--- src/common/isi_regs.svh ---
// register offsets, field positions, reset values and timing counts
`ifndef ISI_REGS_SVH
`define ISI_REGS_SVH

// ==========================================================
// register offsets (byte addresses)
`define ISI_OFS_CTRL 8'h00
`define ISI_OFS_STAT 8'h04
`define ISI_OFS_INT_STAT 8'h08
`define ISI_OFS_INT_MASK 8'h0c
`define ISI_OFS_CH_EN 8'h10
`define ISI_OFS_CH_LAMP 8'h14
`define ISI_OFS_CH_FLT 8'h18

// ==========================================================
// field positions
`define ISI_CTRL_VAR_LSB 0
`define ISI_CTRL_TEST_BIT 2
`define ISI_EV_MOD_FAULT 0
`define ISI_EV_COMM_LOST 1
`define ISI_EV_CH_FAULT 2
`define ISI_EV_CH_FIELD 3
`define ISI_EV_SYNC_LOST 4
`define ISI_EV_W 5

// ==========================================================
// reset values
`define ISI_CTRL_RST 3'h0
`define ISI_MASK_RST 5'h00
`define ISI_CH_EN_RST 16'hffff

// ==========================================================
// timing
`define ISI_CLK_PERIOD_NS 10
`define ISI_FLASH_HALF_MS 250
`define ISI_FLASH_HALF_CYC \
  (`ISI_FLASH_HALF_MS * (1000000 / `ISI_CLK_PERIOD_NS))

`endif

--- src/common/isi_pkg.sv ---
// types shared by the status indicator block
package isi_pkg;

  // ========================================================
  // lamp colour codes
  typedef enum logic [1:0] {
    ISI_OFF = 2'h0,
    ISI_GREEN = 2'h1,
    ISI_RED = 2'h2,
    ISI_YELLOW = 2'h3
  } isi_color_t;

  // ========================================================
  // module variant
  typedef enum logic [1:0] {
    ISI_VAR_DIN = 2'h0,
    ISI_VAR_DOUT = 2'h1,
    ISI_VAR_AIN = 2'h3
  } isi_var_t;

  // ========================================================
  // module-level conditions
  typedef struct packed {
    logic cfg_done;
    logic mod_fault;
    logic partner_sync;
    logic bp_comm;
    logic conn_est;
  } isi_mod_t;

  // ========================================================
  // register bus request
  typedef struct packed {
    logic [7:0] addr;
    logic [31:0] wdata;
    logic wr;
    logic rd;
  } isi_bus_t;

endpackage

--- src/rtl/isi_top.sv ---
// status indicator driver for redundant digital and analog i/o modules
//
// Notes on behaviour
// - health lamp steady green when configured and no module fault
// - health lamp flashes green until configuration is received
// - health lamp steady red on any module-level fault
// - redundancy lamp steady green while synchronized with partner
// - redundancy lamp dark when no partner present
// - run lamp steady green with at least one connection
// - run lamp flashes green with backplane but no connection
// - run lamp dark without backplane communication
// - digital input channel lamp dark when off or backplane lost
// - digital channel lamp steady yellow when on or energized
// - digital output channel lamp dark when off or de-energized
// - channel lamp flashes yellow on a field-side fault
// - channel lamp steady red on an internal channel fault
// - analog channel lamp steady yellow when valid signal present
// - analog channel lamp dark without signal or backplane
`timescale 1ns/1ps
`include "isi_regs.svh"

module isi_top #(
  parameter int NCH = 16,
  parameter int FLASH_HALF_CYC = `ISI_FLASH_HALF_CYC
) (
  // clock and reset
  input wire logic REF_CLK_I,
  input wire logic RST_B_I,
  // register port
  input wire isi_pkg::isi_bus_t BUS_I,
  output logic [31:0] RDATA_O,
  // module conditions
  input wire isi_pkg::isi_mod_t MOD_I,
  // channel conditions
  input wire logic [NCH-1:0] CH_ON_I,
  input wire logic [NCH-1:0] CH_FIELD_I,
  input wire logic [NCH-1:0] CH_FAULT_I,
  // lamps
  output logic [1:0] HEALTH_O,
  output logic [1:0] REDUND_O,
  output logic [1:0] RUN_O,
  output logic [2*NCH-1:0] CHAN_O,
  // interrupt
  output logic IRQ_O
);

  // ========================================================
  // local widths
  localparam int CW = (FLASH_HALF_CYC > 1) ? $clog2(FLASH_HALF_CYC) : 1;
  localparam int EW = `ISI_EV_W;

  // ========================================================
  // state
  logic [CW-1:0] flash_cnt_q;
  logic [CW-1:0] flash_cnt_d;
  logic flash_q;
  logic flash_d;
  logic [2:0] ctrl_q;
  logic [2:0] ctrl_d;
  logic [EW-1:0] int_stat_q;
  logic [EW-1:0] int_stat_d;
  logic [EW-1:0] int_mask_q;
  logic [EW-1:0] int_mask_d;
  logic [NCH-1:0] ch_en_q;
  logic [NCH-1:0] ch_en_d;
  logic mod_fault_prev_q;
  logic bp_prev_q;
  logic sync_prev_q;
  logic ch_fault_prev_q;
  logic ch_field_prev_q;
  logic [31:0] rdata_q;
  logic [31:0] rdata_d;
  logic [1:0] health_q;
  logic [1:0] health_d;
  logic [1:0] redund_q;
  logic [1:0] redund_d;
  logic [1:0] run_q;
  logic [1:0] run_d;
  logic [2*NCH-1:0] chan_q;
  logic [2*NCH-1:0] chan_d;
  logic irq_q;
  logic irq_d;

  // ========================================================
  // register decode
  wire logic wr_ctrl = BUS_I.wr && (BUS_I.addr == `ISI_OFS_CTRL);
  wire logic wr_stat = BUS_I.wr && (BUS_I.addr == `ISI_OFS_INT_STAT);
  wire logic wr_mask = BUS_I.wr && (BUS_I.addr == `ISI_OFS_INT_MASK);
  wire logic wr_chen = BUS_I.wr && (BUS_I.addr == `ISI_OFS_CH_EN);
  wire logic rd_ctrl = BUS_I.rd && (BUS_I.addr == `ISI_OFS_CTRL);
  wire logic rd_sts = BUS_I.rd && (BUS_I.addr == `ISI_OFS_STAT);
  wire logic rd_int = BUS_I.rd && (BUS_I.addr == `ISI_OFS_INT_STAT);
  wire logic rd_mask = BUS_I.rd && (BUS_I.addr == `ISI_OFS_INT_MASK);
  wire logic rd_chen = BUS_I.rd && (BUS_I.addr == `ISI_OFS_CH_EN);
  wire logic rd_lamp = BUS_I.rd && (BUS_I.addr == `ISI_OFS_CH_LAMP);
  wire logic rd_flt = BUS_I.rd && (BUS_I.addr == `ISI_OFS_CH_FLT);

  // ========================================================
  // control fields
  wire isi_pkg::isi_var_t variant =
    isi_pkg::isi_var_t'(ctrl_q[`ISI_CTRL_VAR_LSB +: 2]);
  wire logic lamp_test = ctrl_q[`ISI_CTRL_TEST_BIT];
  wire logic is_dout = (variant == isi_pkg::ISI_VAR_DOUT);

  // ========================================================
  // shared flash phase
  wire logic flash_wrap = (flash_cnt_q == CW'(FLASH_HALF_CYC - 1));
  assign flash_cnt_d = flash_wrap ? '0 : flash_cnt_q + CW'(1);
  assign flash_d = flash_wrap ? ~flash_q : flash_q;

  wire isi_pkg::isi_color_t green_fl =
    flash_q ? isi_pkg::ISI_GREEN : isi_pkg::ISI_OFF;
  wire isi_pkg::isi_color_t yellow_fl =
    flash_q ? isi_pkg::ISI_YELLOW : isi_pkg::ISI_OFF;

  // ========================================================
  // health lamp
  wire isi_pkg::isi_color_t health_col =
    MOD_I.mod_fault ? isi_pkg::ISI_RED :
    !MOD_I.cfg_done ? green_fl :
    isi_pkg::ISI_GREEN;

  // ========================================================
  // redundancy lamp
  wire isi_pkg::isi_color_t redund_col =
    MOD_I.partner_sync ? isi_pkg::ISI_GREEN :
    isi_pkg::ISI_OFF;

  // ========================================================
  // run lamp
  wire isi_pkg::isi_color_t run_col =
    !MOD_I.bp_comm ? isi_pkg::ISI_OFF :
    MOD_I.conn_est ? isi_pkg::ISI_GREEN :
    green_fl;

  // ========================================================
  // channel lamps
  wire logic bp_dark = !is_dout && !MOD_I.bp_comm;
  logic [2*NCH-1:0] chan_col;

  genvar gi;
  generate
    for (gi = 0; gi < NCH; gi++) begin : g_ch
      wire isi_pkg::isi_color_t lit =
        CH_FAULT_I[gi] ? isi_pkg::ISI_RED :
        CH_FIELD_I[gi] ? yellow_fl :
        CH_ON_I[gi] ? isi_pkg::ISI_YELLOW :
        isi_pkg::ISI_OFF;
      assign chan_col[2*gi +: 2] =
        (bp_dark || !ch_en_q[gi]) ? isi_pkg::ISI_OFF : lit;
    end
  endgenerate

  // ========================================================
  // lamp selection, test overrides all lamps
  assign health_d = lamp_test ? isi_pkg::ISI_YELLOW : health_col;
  assign redund_d = lamp_test ? isi_pkg::ISI_YELLOW : redund_col;
  assign run_d = lamp_test ? isi_pkg::ISI_YELLOW : run_col;
  assign chan_d = lamp_test ? {NCH{isi_pkg::ISI_YELLOW}} : chan_col;

  // ========================================================
  // events
  wire logic any_fault = |(CH_FAULT_I & ch_en_q);
  wire logic any_field = |(CH_FIELD_I & ch_en_q);
  logic [EW-1:0] ev;
  assign ev[`ISI_EV_MOD_FAULT] = MOD_I.mod_fault && !mod_fault_prev_q;
  assign ev[`ISI_EV_COMM_LOST] = !MOD_I.bp_comm && bp_prev_q;
  assign ev[`ISI_EV_CH_FAULT] = any_fault && !ch_fault_prev_q;
  assign ev[`ISI_EV_CH_FIELD] = any_field && !ch_field_prev_q;
  assign ev[`ISI_EV_SYNC_LOST] = !MOD_I.partner_sync && sync_prev_q;

  // ========================================================
  // register updates, set wins over write-one-clear
  wire logic [EW-1:0] clr = wr_stat ? BUS_I.wdata[EW-1:0] : '0;
  assign int_stat_d = (int_stat_q & ~clr) | ev;
  assign int_mask_d = wr_mask ? BUS_I.wdata[EW-1:0] : int_mask_q;
  assign ctrl_d = wr_ctrl ? BUS_I.wdata[2:0] : ctrl_q;
  assign ch_en_d = wr_chen ? BUS_I.wdata[NCH-1:0] : ch_en_q;
  assign irq_d = |(int_stat_d & int_mask_d);

  // ========================================================
  // read data, valid only in the cycle after the strobe
  wire logic [31:0] sts_word = {
    20'h00000, flash_q, run_q, redund_q, health_q,
    MOD_I.cfg_done, MOD_I.mod_fault, MOD_I.partner_sync,
    MOD_I.bp_comm, MOD_I.conn_est
  };
  wire logic [31:0] flt_word = {
    (16)'(CH_FAULT_I), (16)'(CH_FIELD_I)
  };
  assign rdata_d =
    rd_ctrl ? {29'h0, ctrl_q} :
    rd_sts ? sts_word :
    rd_int ? {{(32-EW){1'b0}}, int_stat_q} :
    rd_mask ? {{(32-EW){1'b0}}, int_mask_q} :
    rd_chen ? 32'(ch_en_q) :
    rd_lamp ? 32'(chan_q) :
    rd_flt ? flt_word :
    32'h0;

  // ========================================================
  // flash timer counter
  always_ff @(posedge REF_CLK_I or negedge RST_B_I) begin
    if (!RST_B_I) begin
      flash_cnt_q <= '0;
    end else begin
      flash_cnt_q <= flash_cnt_d;
    end
  end

  // ========================================================
  // flash phase
  always_ff @(posedge REF_CLK_I or negedge RST_B_I) begin
    if (!RST_B_I) begin
      flash_q <= 1'b0;
    end else begin
      flash_q <= flash_d;
    end
  end

  // ========================================================
  // control register
  always_ff @(posedge REF_CLK_I or negedge RST_B_I) begin
    if (!RST_B_I) begin
      ctrl_q <= `ISI_CTRL_RST;
    end else begin
      ctrl_q <= ctrl_d;
    end
  end

  // ========================================================
  // interrupt status register
  always_ff @(posedge REF_CLK_I or negedge RST_B_I) begin
    if (!RST_B_I) begin
      int_stat_q <= '0;
    end else begin
      int_stat_q <= int_stat_d;
    end
  end

  // ========================================================
  // interrupt mask register
  always_ff @(posedge REF_CLK_I or negedge RST_B_I) begin
    if (!RST_B_I) begin
      int_mask_q <= `ISI_MASK_RST;
    end else begin
      int_mask_q <= int_mask_d;
    end
  end

  // ========================================================
  // channel enable register
  always_ff @(posedge REF_CLK_I or negedge RST_B_I) begin
    if (!RST_B_I) begin
      ch_en_q <= NCH'(`ISI_CH_EN_RST);
    end else begin
      ch_en_q <= ch_en_d;
    end
  end

  // ========================================================
  // read data register
  always_ff @(posedge REF_CLK_I or negedge RST_B_I) begin
    if (!RST_B_I) begin
      rdata_q <= 32'h0;
    end else begin
      rdata_q <= rdata_d;
    end
  end

  // ========================================================
  // module fault history
  always_ff @(posedge REF_CLK_I or negedge RST_B_I) begin
    if (!RST_B_I) begin
      mod_fault_prev_q <= 1'b0;
    end else begin
      mod_fault_prev_q <= MOD_I.mod_fault;
    end
  end

  // ========================================================
  // backplane history
  always_ff @(posedge REF_CLK_I or negedge RST_B_I) begin
    if (!RST_B_I) begin
      bp_prev_q <= 1'b0;
    end else begin
      bp_prev_q <= MOD_I.bp_comm;
    end
  end

  // ========================================================
  // partner sync history
  always_ff @(posedge REF_CLK_I or negedge RST_B_I) begin
    if (!RST_B_I) begin
      sync_prev_q <= 1'b0;
    end else begin
      sync_prev_q <= MOD_I.partner_sync;
    end
  end

  // ========================================================
  // channel fault history
  always_ff @(posedge REF_CLK_I or negedge RST_B_I) begin
    if (!RST_B_I) begin
      ch_fault_prev_q <= 1'b0;
    end else begin
      ch_fault_prev_q <= any_fault;
    end
  end

  // ========================================================
  // field fault history
  always_ff @(posedge REF_CLK_I or negedge RST_B_I) begin
    if (!RST_B_I) begin
      ch_field_prev_q <= 1'b0;
    end else begin
      ch_field_prev_q <= any_field;
    end
  end

  // ========================================================
  // health lamp output
  always_ff @(posedge REF_CLK_I or negedge RST_B_I) begin
    if (!RST_B_I) begin
      health_q <= isi_pkg::ISI_OFF;
    end else begin
      health_q <= health_d;
    end
  end

  // ========================================================
  // redundancy lamp output
  always_ff @(posedge REF_CLK_I or negedge RST_B_I) begin
    if (!RST_B_I) begin
      redund_q <= isi_pkg::ISI_OFF;
    end else begin
      redund_q <= redund_d;
    end
  end

  // ========================================================
  // run lamp output
  always_ff @(posedge REF_CLK_I or negedge RST_B_I) begin
    if (!RST_B_I) begin
      run_q <= isi_pkg::ISI_OFF;
    end else begin
      run_q <= run_d;
    end
  end

  // ========================================================
  // channel lamp outputs
  always_ff @(posedge REF_CLK_I or negedge RST_B_I) begin
    if (!RST_B_I) begin
      chan_q <= '0;
    end else begin
      chan_q <= chan_d;
    end
  end

  // ========================================================
  // interrupt output
  always_ff @(posedge REF_CLK_I or negedge RST_B_I) begin
    if (!RST_B_I) begin
      irq_q <= 1'b0;
    end else begin
      irq_q <= irq_d;
    end
  end

  assign HEALTH_O = health_q;
  assign REDUND_O = redund_q;
  assign RUN_O = run_q;
  assign CHAN_O = chan_q;
  assign IRQ_O = irq_q;
  assign RDATA_O = rdata_q;

endmodule

--- config.mk ---
export PLATFORM = sky130hd
export DESIGN_NAME = isi_top
export DESIGN_NICKNAME = d
export VERILOG_FILES = /design/src/common/isi_pkg.sv /design/src/rtl/isi_top.sv
export VERILOG_INCLUDE_DIRS = /design/src /design/src/common
export SDC_FILE = /design/constraint.sdc
export NUM_CORES = 1
export LEC_CHECK = 0
export BUFFER_PORTS_ARGS = -buffer_cell sky130_fd_sc_hd__buf_2
export CAP_MARGIN = 30
export CORE_UTILIZATION = 40
export CTS_BUF_LIST = sky130_fd_sc_hd__clkbuf_16
export DETAILED_ROUTE_END_ITERATION = 10
export PLACE_DENSITY_LB_ADDON = 0.25
export SYNTH_ARGS = -nofsm -noshare
export SYNTH_HDL_FRONTEND = slang
export SYNTH_SLANG_ARGS = --single-unit
--- constraint.sdc ---
create_clock -name REF_CLK_I -period 5.7 [get_ports REF_CLK_I]
set_clock_uncertainty 0.2 [all_clocks]
set_input_delay 1.14 -clock REF_CLK_I [delete_from_list [all_inputs] [get_ports REF_CLK_I]]
set_output_delay 1.14 -clock REF_CLK_I [all_outputs]
set_load 0.01 [all_outputs]
==> flow_summary.yaml <==
timing:
  finalSetupViolations: 0
  hold_viol: 0
  maxSlewHeadroom_pct: 32.4
  min_period_over_period_pct: 52.8
  max_freq_ghz: 0.332
  setup_tns_ps: 0
  tightest_slew_ps: 1010
  finalCriticalPeriod_ps: 3010
  drv_slew: 0
  rsz0062_at_grt: "false"
logic_synthesis:
  synthTopCellsByCount: "dfrtp_1, nor2_1, a31o_2"
  netlist_area_um2: 5960
  synth.area.top_cells: "dfrtp_1, dfstp_2, a31o_2, mux2_2, a22o_1"
  synth_edf_count: 0
  synth-main-ff-cell: "dfrtp_1"
  yosysSeqAreaShare_pct: 54.9
  ys_warn_count: 0
  synth_cell_types: 57
  avgSynthCellArea_um2: 11.6
  synth_top_area_share_pct: 47.9
  synth_top_cell_by_area: "dfrtp_1"
  synth_xor_xnor_area_share_pct: 2.65
  yosysMostFrequentCell: "dfrtp_1"
  synthMuxAreaShare_pct: 8.21
  synth-seq-cells: 130
  synthSimpleGateAreaFrac_pct: 14.0
  async_flop_share_pct: 100
  syn_inst: 513
  synth_fa_ha_area_share_pct: 0.210
  synth_nets: 611
  synth_compound_gate_area_share_pct: 16.9
  synth_top_family_by_area: "compound AO/OA/AOI/OAI gates"
drt:
  totalWireLength_um: 17100
  ant_nets: 0
  drc: 0
  drt_iter0_drc: 328
  drtPass1Iterations: 5
  via_per_inst: 5.71
  via_count: 4912
  wl_per_cell_um: 19.9
placed_design:
  place.gp.congestion: 0.824
  place_hpwl_um: 12300
  port_buffers: 151
cts:
  max-clock-path-buffers: 2
  cts.sinks: 130
  htreeDepth: 4
  cts.hold.buffers_added: 0
  cts_setup_buffers: 0
  cts_tree: "done"
  cts_resized: 0
  numCtsBuffers: 17
  root_buffer: "clkbuf_16"
  clk_latency_ps: 420
  path_clk_slew_ps: 60
cells_and_area:
  nets: 760
  syn2layout_area_growth_pct: 24.7
  drive_above_1_share_pct: 40.4
  post-route-util_pct: 51.1
die:
  start_util_pct: 41.0
  ioPinCount: 168
  coreArea_um2: 14500
  die_x_um: 124
  dieArea_um2: 15400
  rows: 44
  fp.dieH_um: 124
grt:
  grt_max_degree: 63
  gr-total-overflow: 0
  antenna_found_initial: 0
  grt_pass1_wl_um: 26000
  globalRouteTotalUtil_pct: 23.0
  grt_pass1_vias: 4685
power_and_ir_drop:
  ir_worst_vdd_mv: 0.229
  cellPowerDensity_nw_per_um2: 296
  power.leakage_nw: 3.74
  finalPower_mw: 2.20
run:
  cap_violations: 0
worst_setup_path:
  r2r_start: "flash_cnt_q[0]$_DFF_PN0_"
  required_ps: 5850
  critPathArrivalTime_ps: 3160
  cp-start-kind: "primary input"
  crit_fanout: 16
  crit_type: "primary input to register"
  startpoint: "BUS_I[36]"
  end_kind: "register"
outcome:
  status: "finished clean"
hold_path:
  hold_start: "CHAN_O[15]$_DFF_PN0_"
  hold_path.class: "register to register"
[layout make-up]
class	instances	area [um^2]
antenna	1	2.50
clock buffer	17	425
clock inverter	15	135
fill	1281	7100
inverter	14	52.6
multi-input combinational	342	2510
sequential	130	3270
tap	184	230
timing repair buffer	157	803
[final timing paths]
path                                              to  slack [ps]  cells after the start
min in group asynchronous      RDATA_O[18]$_DFF_PN0_         590                      1
max                           ch_en_q[7]$_DFFE_PN1P_        2690                      4
min                            RDATA_O[15]$_DFF_PN0_         280                      2
max reg2reg                flash_cnt_q[13]$_DFF_PN0_        3090                      6
max in group asynchronous    ch_en_q[12]$_DFFE_PN1P_        3670                      2
min reg2reg                    RDATA_O[15]$_DFF_PN0_         280                      2
[cell usage in the layout, fill, tap and decap left out, drive strengths merged, types with 4 or more instances in the layout]
cell type / n
dfstp: 16
a22oi: 10
nand2b: 17
mux2i: 20
dfrtp: 114
nor4: 6
a31o: 33
xnor2: 10
clkbuf: 17
nor2: 36
o21ai: 18
nand2: 31
nand3: 15
nor3: 5
clkinv: 9
a221oi: 13
inv: 18
a22o: 28
mux2: 25
nor3b: 4
a221o: 5
and3: 9
buf: 157
nand4: 11
a21oi: 6
xor2: 8
[flip-flops by register name, summed over array words and instances (netlist names)]
| signal | flops |
|---|---|
| CHAN_O | 32 |
| RDATA_O | 32 |
| flash_cnt_q | 25 |
| ch_en_q | 16 |
| int_mask_q | 5 |
| int_stat_q | 5 |
| ctrl_q | 3 |
| HEALTH_O | 2 |
| REDUND_O | 2 |
| IRQ_O | 1 |
| RUN_O | 1 |
| bp_prev_q | 1 |
| ch_fault_prev_q | 1 |
| ch_field_prev_q | 1 |
| flash_q | 1 |
| mod_fault_prev_q | 1 |
| sync_prev_q | 1 |
[report_power, final]
| part | total [mW] | switching, mW | internal, mW |
|---|---|---|---|
| clock | 1.03 | 0.430 | 0.603 |
| sequential | 0.983 | 0.0249 | 0.959 |
| combinational | 0.181 | 0.106 | 0.0749 |
| total | 2.20 | 0.561 | 1.64 |
[layer usage]
layer  part of all wire [%]  vias up  GRT usage (%)
met5                      0        -              0
met4                    2.0        0           9.52
li1                       -     2212              -
met2                     49      217           37.0
met1                     42     2454           29.9
met3                    7.1       29           5.22
[stage by stage]
stage | area (um^2) | worst slack (ps) | std cells | hold WS (ps)
after detailed placement | 6870 | 2280 | 827 | 264
after floorplan | 5960 | 2860 | 513 | 170
final | 7430 | 2690 | 860 | 276
after CTS | 7430 | 2720 | 859 | 278
after global routing | 7430 | 2580 | 859 | 301
after global placement | 6870 | 2350 | 827 | 261
[kinds of logic (layout without fill, tap and decap cells)]
group	Yosys count	after routing
compound gates	128	128
xor+xnor	18	18
fa+ha+maj	1	1
buf+inv	41	203
flops	130	130
mux	45	45
other cells	0	1
simple gates	150	150
[worst max-delay path, cell delays in order]
cell,delay (ps)
buf_2,200
nor4_2,480
nand3_1,780
mux2_2,550
Power figures use the tool's default switching activity.
